==> src/include/cmpis_pkg.sv <==
// Purpose: shared constants and types for the comparator input and interrupt select block
// Assumes: 8-bit registers, one per aligned 32-bit word on the register bus
// Notes: byte offsets, field positions and reset values are named here; the cmpis_top read mux and register writes also hard-code field bit positions
package cmpis_pkg;

    ////////////////////////////////////////////////////////////////////////////////////////////
    // register byte offsets
    localparam logic [4:0] CMPIS_OFF_CTRL = 5'h00;
    localparam logic [4:0] CMPIS_OFF_CSB = 5'h04;
    localparam logic [4:0] CMPIS_OFF_MUX = 5'h08;
    localparam logic [4:0] CMPIS_OFF_DID = 5'h0c;
    localparam logic [4:0] CMPIS_OFF_STAT = 5'h10;
    localparam logic [4:0] CMPIS_OFF_MASK = 5'h14;

    ////////////////////////////////////////////////////////////////////////////////////////////
    // comparator_ctrl_status fields
    localparam int unsigned CMPIS_CS_IRS = 6;
    localparam int unsigned CMPIS_CS_OUT = 5;
    localparam int unsigned CMPIS_CS_FLAG = 4;
    localparam int unsigned CMPIS_CS_IE = 3;
    localparam int unsigned CMPIS_CS_MODE_HI = 1;
    localparam int unsigned CMPIS_CS_MODE_LO = 0;

    // converter_ctrl_status_b fields
    localparam int unsigned CMPIS_CSB_MUXEN = 6;
    localparam int unsigned CMPIS_CSB_DIV_HI = 5;
    localparam int unsigned CMPIS_CSB_DIV_LO = 4;

    // converter_mux_reg fields
    localparam int unsigned CMPIS_MUX_REFS_HI = 7;
    localparam int unsigned CMPIS_MUX_REFS_LO = 6;
    localparam int unsigned CMPIS_MUX_CHAN_HI = 4;
    localparam int unsigned CMPIS_MUX_CHAN_LO = 0;

    // digital_input_disable_0 fields
    localparam int unsigned CMPIS_DID_POS = 7;
    localparam int unsigned CMPIS_DID_NEG = 6;

    // event status and mask fields
    localparam int unsigned CMPIS_EV_CMP = 0;
    localparam int unsigned CMPIS_EV_REF = 1;
    localparam int unsigned CMPIS_EV_CHAN = 2;
    localparam int unsigned CMPIS_EV_W = 3;

    ////////////////////////////////////////////////////////////////////////////////////////////
    // reset values
    localparam logic [7:0] CMPIS_RST_CTRL = 8'h00;
    localparam logic [7:0] CMPIS_RST_CSB = 8'h00;
    localparam logic [7:0] CMPIS_RST_MUX = 8'h00;
    localparam logic [7:0] CMPIS_RST_DID = 8'h00;
    localparam logic [2:0] CMPIS_RST_EV = 3'h0;

    // codes and counts
    localparam logic [4:0] CMPIS_CHAN_MAX = 5'h0a;
    localparam logic [1:0] CMPIS_REFS_INT = 2'h3;
    localparam int unsigned CMPIS_SYNC_STAGES = 2;

    typedef enum logic [1:0] {
        CMPIS_MODE_TOGGLE = 2'b00,
        CMPIS_MODE_RSVD = 2'b01,
        CMPIS_MODE_FALL = 2'b10,
        CMPIS_MODE_RISE = 2'b11
    } cmpis_mode_type;

    // positive input routing to the analog front end
    typedef struct packed {
        logic from_pin;
        logic chan_valid;
        logic [4:0] chan;
    } cmpis_pos_type;

    // negative input routing to the analog front end
    typedef struct packed {
        logic from_pin;
        logic ref_ok;
        logic [1:0] div;
    } cmpis_neg_type;

endpackage : cmpis_pkg

==> src/logic/cmpis_top.sv <==
// Purpose: comparator input routing, edge interrupt and pin input disable control
// Assumes: Avalon-MM slave with waitrequest, analog comparator result arrives asynchronously
// Notes: every access completes with waitrequest low one ce-enabled cycle after the request appears
`timescale 1ns/1ps

module cmpis_top
    import cmpis_pkg::*;
(
    // clock, reset, freeze
    input wire logic mclk,
    input wire logic nrst,
    input wire logic ce,
    // register bus
    input wire logic [4:0] address,
    input wire logic read,
    input wire logic write,
    input wire logic [31:0] writedata,
    input wire logic [3:0] byteenable,
    output logic [31:0] readdata,
    output logic waitrequest,
    // analog front end
    input wire logic cmp_raw,
    input wire logic converter_enable,
    output cmpis_pos_type pos_sel,
    output cmpis_neg_type neg_sel,
    // port pins
    input wire logic [7:0] pin_level,
    output logic [7:0] buffer_disable,
    output logic [7:0] port_read,
    // core interrupt
    input wire logic global_irq_enable,
    input wire logic vector_ack,
    output logic comparator_irq_req,
    output logic irq
);

    ////////////////////////////////////////////////////////////////////////////////////////////
    // state
    logic [7:0] ctrl_r;
    logic [7:0] csb_r;
    logic [7:0] mux_r;
    logic [7:0] did_r;
    logic [2:0] stat_r;
    logic [2:0] stat_nxt;
    logic [2:0] mask_r;
    logic irq_flag_r;
    logic irq_flag_nxt;
    logic cmp_prev_r;
    logic ref_bad_prev_r;
    logic chan_bad_prev_r;
    logic done_r;
    logic [7:0] readdata_r;
    logic [7:0] port_read_r;

    ////////////////////////////////////////////////////////////////////////////////////////////
    // bus decode
    wire req = read | write;
    wire fire = req & done_r & ce;
    wire wr_fire = fire & write & byteenable[0];
    wire rd_fire = fire & read;
    wire sel_ctrl = (address == CMPIS_OFF_CTRL);
    wire sel_csb = (address == CMPIS_OFF_CSB);
    wire sel_mux = (address == CMPIS_OFF_MUX);
    wire sel_did = (address == CMPIS_OFF_DID);
    wire sel_stat = (address == CMPIS_OFF_STAT);
    wire sel_mask = (address == CMPIS_OFF_MASK);
    wire [7:0] wbyte = writedata[7:0];

    // one wait cycle, then the access completes at the next enabled edge
    assign waitrequest = req & ~(done_r & ce);

    ////////////////////////////////////////////////////////////////////////////////////////////
    // comparator result and edge events
    logic cmp_sync;

    cmpis_sync u_sync (
        .mclk(mclk),
        .nrst(nrst),
        .ce(ce),
        .d_in(cmp_raw),
        .q_out(cmp_sync)
    );

    wire [1:0] mode_field = ctrl_r[CMPIS_CS_MODE_HI:CMPIS_CS_MODE_LO];
    wire edge_rise = cmp_sync & ~cmp_prev_r;
    wire edge_fall = ~cmp_sync & cmp_prev_r;
    logic cmp_event;

    always_comb
    begin
        unique case (cmpis_mode_type'(mode_field))
            CMPIS_MODE_TOGGLE: cmp_event = edge_rise | edge_fall;
            CMPIS_MODE_RSVD: cmp_event = 1'b0;
            CMPIS_MODE_FALL: cmp_event = edge_fall;
            CMPIS_MODE_RISE: cmp_event = edge_rise;
        endcase
    end

    ////////////////////////////////////////////////////////////////////////////////////////////
    // input routing
    wire mux_route_enable = csb_r[CMPIS_CSB_MUXEN];
    wire [4:0] channel_select = mux_r[CMPIS_MUX_CHAN_HI:CMPIS_MUX_CHAN_LO];
    wire [1:0] reference_source_select = mux_r[CMPIS_MUX_REFS_HI:CMPIS_MUX_REFS_LO];
    wire internal_ref_select = ctrl_r[CMPIS_CS_IRS];
    wire route_active = mux_route_enable & ~converter_enable;
    wire chan_in_range = (channel_select <= CMPIS_CHAN_MAX);
    wire ref_bad = internal_ref_select & (reference_source_select != CMPIS_REFS_INT);
    wire chan_bad = route_active & ~chan_in_range;

    assign pos_sel.from_pin = ~route_active;
    assign pos_sel.chan_valid = route_active & chan_in_range;
    assign pos_sel.chan = channel_select;
    assign neg_sel.from_pin = ~internal_ref_select;
    assign neg_sel.ref_ok = internal_ref_select & ~ref_bad;
    assign neg_sel.div = csb_r[CMPIS_CSB_DIV_HI:CMPIS_CSB_DIV_LO];

    ////////////////////////////////////////////////////////////////////////////////////////////
    // pin input buffers
    assign buffer_disable = did_r;
    assign port_read = port_read_r;

    ////////////////////////////////////////////////////////////////////////////////////////////
    // comparator flag: set wins over both clears
    wire flag_w1c = wr_fire & sel_ctrl & wbyte[CMPIS_CS_FLAG];
    assign irq_flag_nxt = cmp_event | (irq_flag_r & ~vector_ack & ~flag_w1c);
    assign comparator_irq_req = irq_flag_r & ctrl_r[CMPIS_CS_IE] & global_irq_enable;

    // sticky event status; a read clears only the bits it reported, so an event
    // landing between data capture and completion is not lost; new events win
    wire [2:0] ev_set;
    wire [2:0] stat_clr = (rd_fire & sel_stat) ? readdata_r[2:0] : 3'h0;
    assign ev_set[CMPIS_EV_CMP] = cmp_event;
    assign ev_set[CMPIS_EV_REF] = ref_bad & ~ref_bad_prev_r;
    assign ev_set[CMPIS_EV_CHAN] = chan_bad & ~chan_bad_prev_r;
    assign stat_nxt = ev_set | (stat_r & ~stat_clr);
    assign irq = |(stat_r & mask_r);

    ////////////////////////////////////////////////////////////////////////////////////////////
    // read mux
    logic [7:0] rd_mux;

    always_comb
    begin
        rd_mux = 8'h00;
        if (sel_ctrl)
            rd_mux = {1'b0, ctrl_r[6], cmp_sync, irq_flag_r, ctrl_r[3], 1'b0, ctrl_r[1:0]};
        else if (sel_csb)
            rd_mux = {1'b0, csb_r[6:4], 4'h0};
        else if (sel_mux)
            rd_mux = {mux_r[7:6], 1'b0, mux_r[4:0]};
        else if (sel_did)
            rd_mux = did_r;
        else if (sel_stat)
            rd_mux = {5'h00, stat_r};
        else if (sel_mask)
            rd_mux = {5'h00, mask_r};
    end

    assign readdata = {24'h0000_00, readdata_r};

    ////////////////////////////////////////////////////////////////////////////////////////////
    // bus handshake and read data
    always_ff @(posedge mclk or negedge nrst)
    begin
        if (!nrst)
        begin
            done_r <= 1'b0;
            readdata_r <= 8'h00;
        end
        else if (ce)
        begin
            done_r <= req & ~done_r;
            readdata_r <= (req & ~done_r) ? rd_mux : readdata_r;
        end
    end

    // control registers
    always_ff @(posedge mclk or negedge nrst)
    begin
        if (!nrst)
        begin
            ctrl_r <= CMPIS_RST_CTRL;
            csb_r <= CMPIS_RST_CSB;
            mux_r <= CMPIS_RST_MUX;
            did_r <= CMPIS_RST_DID;
            mask_r <= CMPIS_RST_EV;
        end
        else if (wr_fire)
        begin
            // status and flag bits of the control word are not stored here
            if (sel_ctrl)
                ctrl_r <= {1'b0, wbyte[6], 2'b00, wbyte[3], 1'b0, wbyte[1:0]};
            if (sel_csb)
                csb_r <= {1'b0, wbyte[6:4], 4'h0};
            if (sel_mux)
                mux_r <= {wbyte[7:6], 1'b0, wbyte[4:0]};
            if (sel_did)
                did_r <= wbyte;
            if (sel_mask)
                mask_r <= wbyte[2:0];
        end
    end

    // event tracking
    always_ff @(posedge mclk or negedge nrst)
    begin
        if (!nrst)
        begin
            cmp_prev_r <= 1'b0;
            ref_bad_prev_r <= 1'b0;
            chan_bad_prev_r <= 1'b0;
            irq_flag_r <= 1'b0;
            stat_r <= CMPIS_RST_EV;
            port_read_r <= 8'h00;
        end
        else if (ce)
        begin
            cmp_prev_r <= cmp_sync;
            ref_bad_prev_r <= ref_bad;
            chan_bad_prev_r <= chan_bad;
            irq_flag_r <= irq_flag_nxt;
            stat_r <= stat_nxt;
            port_read_r <= pin_level & ~did_r;
        end
    end
endmodule : cmpis_top

==> src/logic/cmpis_sync.sv <==
// Purpose: two-flop synchroniser for the raw comparator level
// Assumes: single clock, clock enable freezes both stages
// Notes: the first stage feeds only the second
`timescale 1ns/1ps
module cmpis_sync
    import cmpis_pkg::*;
(
    // clock and reset
    input wire logic mclk,
    input wire logic nrst,
    input wire logic ce,
    // level in and out
    input wire logic d_in,
    output logic q_out
);

    logic [CMPIS_SYNC_STAGES-1:0] stage_r;

    always_ff @(posedge mclk or negedge nrst)
    begin
        if (!nrst)
            stage_r <= '0;
        else if (ce)
            stage_r <= {stage_r[CMPIS_SYNC_STAGES-2:0], d_in};
    end

    assign q_out = stage_r[CMPIS_SYNC_STAGES-1];

endmodule : cmpis_sync

==> config.mk <==
export PLATFORM = sky130hd
export DESIGN_NAME = cmpis_top
export DESIGN_NICKNAME = d
export VERILOG_FILES = /design/src/include/cmpis_pkg.sv /design/src/logic/cmpis_top.sv /design/src/logic/cmpis_sync.sv
export SDC_FILE = /design/constraint.sdc
export NUM_CORES = 1
export LEC_CHECK = 0
export ABC_AREA = 0
export BUFFER_PORTS_ARGS = -buffer_cell sky130_fd_sc_hd__buf_2
export CORE_MARGIN = 5
export CORE_UTILIZATION = 35
export CTS_BUF_LIST = sky130_fd_sc_hd__clkbuf_16
export DETAILED_ROUTE_END_ITERATION = 8
export PLACE_DENSITY = 0.71
export SLEW_MARGIN = 10
export SYNTH_ARGS = -nofsm -noshare
export SYNTH_HDL_FRONTEND = slang
export SYNTH_SLANG_ARGS = --single-unit
==> constraint.sdc <==
create_clock -name mclk -period 4.4 [get_ports mclk]
set_clock_uncertainty 0.05 [all_clocks]
set_input_delay 0.22 -clock mclk [delete_from_list [all_inputs] [get_ports mclk]]
set_output_delay 0.22 -clock mclk [all_outputs]
set_load 0.01 [all_outputs]
==> metrics.md, run 1 <==
| Metric | Value |
|---|---|
| Power Density | 344 nW/um^2 |
| Pin count of the biggest net entering global routing | 52 |
| Max-slew violations | 0 |
| Final Hold Viols | 36 |
| Leakage | 1.62 nW |
| Number of global-route vias before repair | 1926 |
| Unique masters post-synth | 39 |
| Slowest CP cell | nand4_1 |
| Crit path buffers/inverters | 1 |
| Clock transition at path regs | 0.07 ns |
| Post-DP HPWL | 4640 um |
| Sequential share of the synthesized area | 48.7% |
| Share of layout cells above drive strength 1 | 36.9% |
| Starting density of the core | 36.1% |
| Port Buf Inserts | 68 |
| Placer Congestion | 0.835 |
| DRC Markers | 0 |
| Cells after synthesis | 238 |
| Hold_ws | -0.0130 ns |
| CTS tree | yes |
| Fillers | 727 |
| RSZ-0062 raised after global routing | no |
| Largest area contributor in the netlist | dfrtp_1 |
| Die area | 9310 sq um |
| Critical path launch point type | primary input |
| Ranking of synthesized cells by area | dfrtp_1 49%, mux2_2 12%, buf_4 8.9% |
| Final wirelength | 6220 um |
| Initial antenna violation count | 0 |
| Root Driver | clkbuf_16 |
| DR iter-0 viols | 128 |
| Global Route Usage Sum | 13.8% |
| IO Count | 120 |
| CTS buffer count | 5 |
| Met2 wire length | 2920 um |
| Crit-path cells | buf_2 > and4_1 > nand4_1 > mux2_2 |
| Resized Gates After CTS | 0 |
| Setup crit end kind | register |
| Max_cap viols | 0 |
| Routed Antenna Nets | 0 |
| Critical path required time | 4.52 ns |
| Vias | 1879 |
| Global-route wire length before repair | 9720 um |
| Status | finished with violations |
| End-of-flow core utilization | 42.1% |
| Chip Height | 96.5 um |
| Post-CTS Setup Inserts | 0 |
| Synth top area share | 48.7% |
| CORE AREA | 7250 sq um |
| Endpoints failing setup | 0 |
| Top cells by count, synth | 51 x dfrtp_1, 31 x buf_4, 27 x mux2_2, 17 x o21ai_0, 16 x inv_1 |
| Die Wd | 96.5 um |
| Kind of cell adding the most delay to the critical path | simple AND/OR/NAND/NOR gates |
| Final cycle utilization of the critical path | 45.2% |
| # rows | 31 |
| Total clock sinks | 51 |
| Failing checks | negative hold slack |
| Average vias per placed instance | 4.73 |
| Max clock buf depth | 2 |
| Avg Cell Area, Syn | 11.0 sq um |
| Met3 routed WL | 465 um |
| EDFF count, synth | 0 |
| DR pass1 iterations | 5 |
| Antenna fix cells | 0 |
| Highest Signal Layer | met4 |
| Htree depth | 2 |
| Min cycle time layout | 1.99 ns |
| Critical Path AT | 2.11 ns |
| Worst rel slew slack | 30.3% |
| Slew @ Worst Pin | 1.04 ns |
| Fin Setup TNS | 0 ns |
| Met1 WL | 2710 um |
| Crit path max fanout | 33 |
| Total gr overflow | 0 |
| Top FF cell, synth | dfrtp_1 |
| Async set or reset register ratio after synthesis | 100% |
| Max Fclk | 503 MHz |
| Ys Warns | 0 |
| Area Overhead vs Synth | 16.7% |
| Cell area after synthesis | 2620 sq um |
| CTS Hold Bufs | 0 |
| Critical path class | in2reg |
| Top-count cell post-synth | dfrtp_1 |
| Drt wl/cell | 15.7 um |
| Worst vdd ir | 0.284 mV |
| Worst-skew pair later-pin latency | 0.29 ns |
| Hold Path Class | in2async |
| Yosys reg bits | 51 |
| Nets | 357 |
| Slowest stage delay, CP | 0.51 ns |
-- where the power goes --
group	switching, mW	internal [mW]	total, mW
Clock	0.177	0.214	0.391
Sequential	0.0233	0.499	0.522
Combinational	0.0803	0.0591	0.139
Total	0.281	0.772	1.05
-- sequential cells by signal, indices dropped and copies added (netlist names) --
register and count:
buffer_disable 8, cmp_prev_r 1, ref_bad_prev_r 1, readdata_r 8
u_sync.stage_r 2, irq_flag_r 1, ctrl_r 4, stat_r 3
csb_r 3, chan_bad_prev_r 1, mux_r 7, done_r 1
mask_r 3, port_read 8
-- per-stage QoR --
stage / setup WS, ns / area, sq um / instances / hold slack, ns / power [mW]
after global placement: 2.02 / 2910 / 389 / 0.320 / 0.669
after detailed placement: 2.03 / 2910 / 389 / 0.324 / 0.672
after global routing: 2.25 / 3060 / 397 / 0.0613 / 1.10
after floorplan: 2.68 / 2710 / 261 / -0.126 / 0.627
final: 2.41 / 3060 / 397 / -0.0130 / 1.05
after CTS: 2.35 / 3060 / 397 / 0.0190 / 1.06
-- logic make-up after synthesis --
kind of cell	synth area share, %
AND/OR/NAND/NOR	11.5
flip-flops	48.7
multiplexers	15.6
buffers and inverters	12.6
adder cells (fa/ha/maj)	0.955
other	0.143
AO/OA/AOI/OAI	10.4
-- layout make-up --
class / count / area [sq um] / area share, %
inverters: 16 / 60.1 / 1.97
flip-flops and latches: 51 / 1280 / 41.8
repair buffers: 69 / 348 / 11.4
multi-input cells: 154 / 1100 / 36.0
clock buffers: 5 / 125 / 4.10
clock inverters: 3 / 23.8 / 0.778
well taps: 99 / 124 / 4.05
-- final timing paths --
check / start / endpoint / slack [ns] / cells after the start
max in group asynchronous: nrst / port_read[1] / 3.88 / 2
min in group mclk: cmp_raw / u_sync.stage_r[0] / 0.12 / 2
worst min register to register: ref_bad_prev_r / stat_r[1] / 0.41 / 1
worst max-delay path: ce / buffer_disable[0] / 2.41 / 4
worst max register to register: done_r / buffer_disable[0] / 2.49 / 3
worst min-delay path: nrst / port_read[3] / -0.01 / 2
-- worst reg2reg max path: stages (launching register included) --
cell and delay, ns:
dfrtp_1 0.40, and4_1 0.37, nand4_1 0.51, mux2_2 0.46
-- per-layer routing --
metal | global-route usage [%] | vias up
met2 | 22.6 | 62
met3 | 3.95 | 8
met4 | 5.14 | 0
met1 | 17.2 | 907
met5 | 0 | -
li1 | - | 902
-- layout by cell type, fill, tap and decap left out, types with 2 or more instances in the layout --
| master | Yosys | final |
|---|---|---|
| clkbuf_16 | 0 | 5 |
| mux4_2 | 2 | 2 |
| o22ai_1 | 3 | 3 |
| nor2_1 | 7 | 7 |
| a22o_1 | 4 | 4 |
| buf_2 | 3 | 68 |
| conb_1 | 1 | 24 |
| inv_1 | 16 | 16 |
| nand2_1 | 15 | 15 |
| and3_1 | 4 | 4 |
| mux2_2 | 27 | 27 |
| mux2i_1 | 6 | 6 |
| o21ai_0 | 17 | 17 |
| o31ai_1 | 2 | 2 |
| a21oi_1 | 3 | 3 |
| nand3_1 | 4 | 4 |
| o2bb2ai_1 | 2 | 2 |
| a21o_1 | 3 | 3 |
| nand3b_1 | 6 | 6 |
| a31o_2 | 2 | 2 |
| nor3_1 | 2 | 2 |
| ha_1 | 2 | 2 |
| dfrtp_1 | 51 | 51 |
| nor2b_1 | 3 | 3 |
| nand4b_1 | 3 | 3 |
No activity file was read; power rests on OpenSTA's default activity.
==> run 2, diff against run 1 <==
Settings changed: PLACE_DENSITY 0.71 to 0.73.
Clock period 4.4 ns to 1.7 ns, I/O delays scaled along.
==> run 2 against run 1 <==
The run now ends clean. Via count is 6.5% higher. Worst setup slack got worse by 2.3 ns. Clock-buffer cell count stayed put. Cell count is 5.0% higher. Hold slack better by 0.016 ns. Global-route usage rose by 0.77 points. Sequential share of layout area fell by 2.3 points. Largest cell class unchanged.
==> metrics.md, run 2 (synthesized netlist as in run 1, its figures left out) <==
| Metric | Value |
|---|---|
| Status | finished, final reports clean |
| Reg2Reg Depth | 4 (+1) |
| Min-delay src | pin_level[7] |
| Die area | 9310 sq um (unchanged) |
| Leakage | 1.72 nW (+6.0%) |
| DR pass1 iterations | 4 (-1) |
| Placed Instance Area | 3010 sq um (+3.5%) |
| Min cycle time layout | 1.60 ns |
| Htree depth | 2 (unchanged) |
| CORE AREA | 7250 sq um (unchanged) |
| Switch Pwr | 0.698 mW (+150%) |
| Setup crit end kind | register |
| Area Overhead vs Synth | 23.4% |
| DR iter-0 viols | 97 (-24%) |
| RSZ-0062 raised after global routing | no |
| Total gr overflow | 0 (unchanged) |
| Resized Gates After CTS | 0 (unchanged) |
| # rows | 31 (unchanged) |
| End-of-flow core utilization | 44.5% (+2.4 points) |
| Clock transition at path regs | 0.07 ns (about the same) |
| Reg-to-reg startpoint | done_r |
| Hold Path Class | in2reg |
| Slowest stage delay, CP | 0.34 ns (-0.17 ns) |
| Global Route Usage Sum | 14.5% (+0.77 points) |
| Final cycle utilization of the critical path | 94.0% |
| Max clock buf depth | 2 (unchanged) |
| Endpoints failing setup | 0 (unchanged) |
| Global-route wire length before repair | 10400 um (+7.1%) |
| Nets | 377 (+5.6%) |
| Port Buf Inserts | 68 (unchanged) |
| Post-CTS Setup Inserts | 0 (unchanged) |
| Crit-path cells | and4_1 > nor3b_4 > buf_4 > mux2_2 |
| Final wirelength | 6360 um (+2.4%) |
| Root Driver | clkbuf_16 |
| Critical path required time | 1.82 ns (-2.70 ns) |
| Fin area | 3230 sq um (+5.7%) |
| IO Count | 120 (unchanged) |
| Combinational share of power | 14.7% (+1.5 points) |
| Cell total after placement | 401 (+3.1%) |
| Critical Path AT | 1.72 ns (-0.39 ns) |
| Hold path cells | 3 |
| Sequential Power Share | 49.9% (+0.3 points) |
| Worst-skew pair later-pin latency | 0.29 ns (about the same) |
| Die Wd | 96.5 um (unchanged) |
| Average vias per placed instance | 4.80 (+1.4%) |
| Pwr Total | 2.71 mW (+160%) |
| Total clock sinks | 51 (unchanged) |
| Routed Antenna Nets | 0 (unchanged) |
| Drt wl/cell | 15.3 um (-2.5%) |
| Max_cap viols | 0 (unchanged) |
| Critical path class | reg2reg |
| DRC Markers | 0 (unchanged) |
| Most frequent cells in the layout | 68 x buf_2, 51 x dfrtp_1, 27 x mux2_2 |
| Power Density | 839 nW/um^2 (+140%) |
| CTS tree | yes |
| Non-filler cells, final | 417 (+5.0%) |
| Commonest non-fill, non-tap cell in the layout | buf_2 |
| R2r setup slk | 0.10 ns (-2.39 ns) |
| Switching share of total power | 25.8% (-0.88 points) |
| Share of layout cells above drive strength 1 | 37.7% (+0.82 points) |
| Number of global-route vias before repair | 2074 (+7.7%) |
| Worst vdd ir | 0.446 mV (+57%) |
| Post-DP HPWL | 4900 um (+5.7%) |
| Final Hold Viols | 0 (-100%) |
| CTS buffer count | 5 (unchanged) |
| Slowest CP cell | dfrtp_1 |
| Crit path max fanout | 5 (-85%) |
| Initial antenna violation count | 0 (unchanged) |
| Max-slew violations | 0 (unchanged) |
| Worst Hold End | port_read[7] |
| Clock Power Share | 35.4% (-1.7 points) |
| Slew @ Worst Pin | 0.552 ns (-0.489 ns) |
| Worst rel slew slack | 63.2% (+33 points) |
| Critical path launch point type | register |
| Vias | 2001 (+6.5%) |
| Starting density of the core | 36.1% (unchanged) |
| Max Fclk | 626 MHz |
| Pin count of the biggest net entering global routing | 33 (-37%) |
| Chip Height | 96.5 um (unchanged) |
| Antenna fix cells | 0 (unchanged) |
| Placer Congestion | 0.827 (-0.98%) |
| Int Pwr | 2.01 mW (+160%) |
| Reg-to-Reg End | mux_r[1] |
-- run 2: final cells by class --
| class | count | area (sq um) |
|---|---|---|
| Clock buffer | 5 | 125 |
| Fill cell | 711 | 4020 |
| Inverter | 16 | 60.1 |
| Multi-Input combinational cell | 154 | 1100 |
| Sequential cell | 51 | 1280 |
| Tap cell | 99 | 124 |
| Timing Repair Buffer | 89 | 531 |
| Clock inverter | 3 | 16.3 |
-- run 2: how the worst max path moves through the flow --
stage,startpoint,slack [ns],cells after the start,end
after global routing,done_r,0.02,4,mux_r[0]
after global placement,address[4],-0.01,5,mux_r[2]
after CTS,done_r,0.10,4,mux_r[1]
after detailed placement,address[4],-0.03,5,mux_r[1]
after floorplan,done_r,0.1,4,mux_r[0]
final,done_r,0.10,4,mux_r[1]
-- run 2: per-stage QoR --
stage	setup slack [ns]	hold slack, ns	setup TNS, ns
4_1_cts	0.102	0.00361	0
3_5_place_dp	-0.0250	0.0525	-0.0942
5_1_grt	0.0235	0.0116	0
2_1_floorplan	0.0981	-0.261	0
3_3_place_gp	-0.0100	0.0479	-0.0475
6_report	0.102	0.00283	0
-- run 2: critical path: cells and delay by family, from the launching register on --
kind | cells | cell delay, ns
buffers and inverters | 1 | 0.18
DFF | 1 | 0.34
muxes | 1 | 0.33
and+or+nand+nor | 2 | 0.59
-- run 2: routing by layer --
metal	global-route usage [%]	up-vias	share of wire, %
met4	4.21	0	1.1
met2	23.8	67	49
met1	18.9	983	44
li1	-	945	-
met3	3.80	6	6.6
met5	0	-	0
-- run 2: power groups by stage --
stage | logic [mW] | clock network [mW] | registers (mW)
6_report | 0.398 | 0.959 | 1.35
3_3_place_gp | 0.376 | 0 | 1.37
4_1_cts | 0.402 | 0.980 | 1.35
5_1_grt | 0.447 | 1.03 | 1.36
3_5_place_dp | 0.386 | 0 | 1.37
2_1_floorplan | 0.247 | 0 | 1.38
-- run 2: repair_timing --
item	CTS	global route
endpoints found under the hold margin	31	0
hold buffers	8	0
endpoints found under the setup margin	0	0
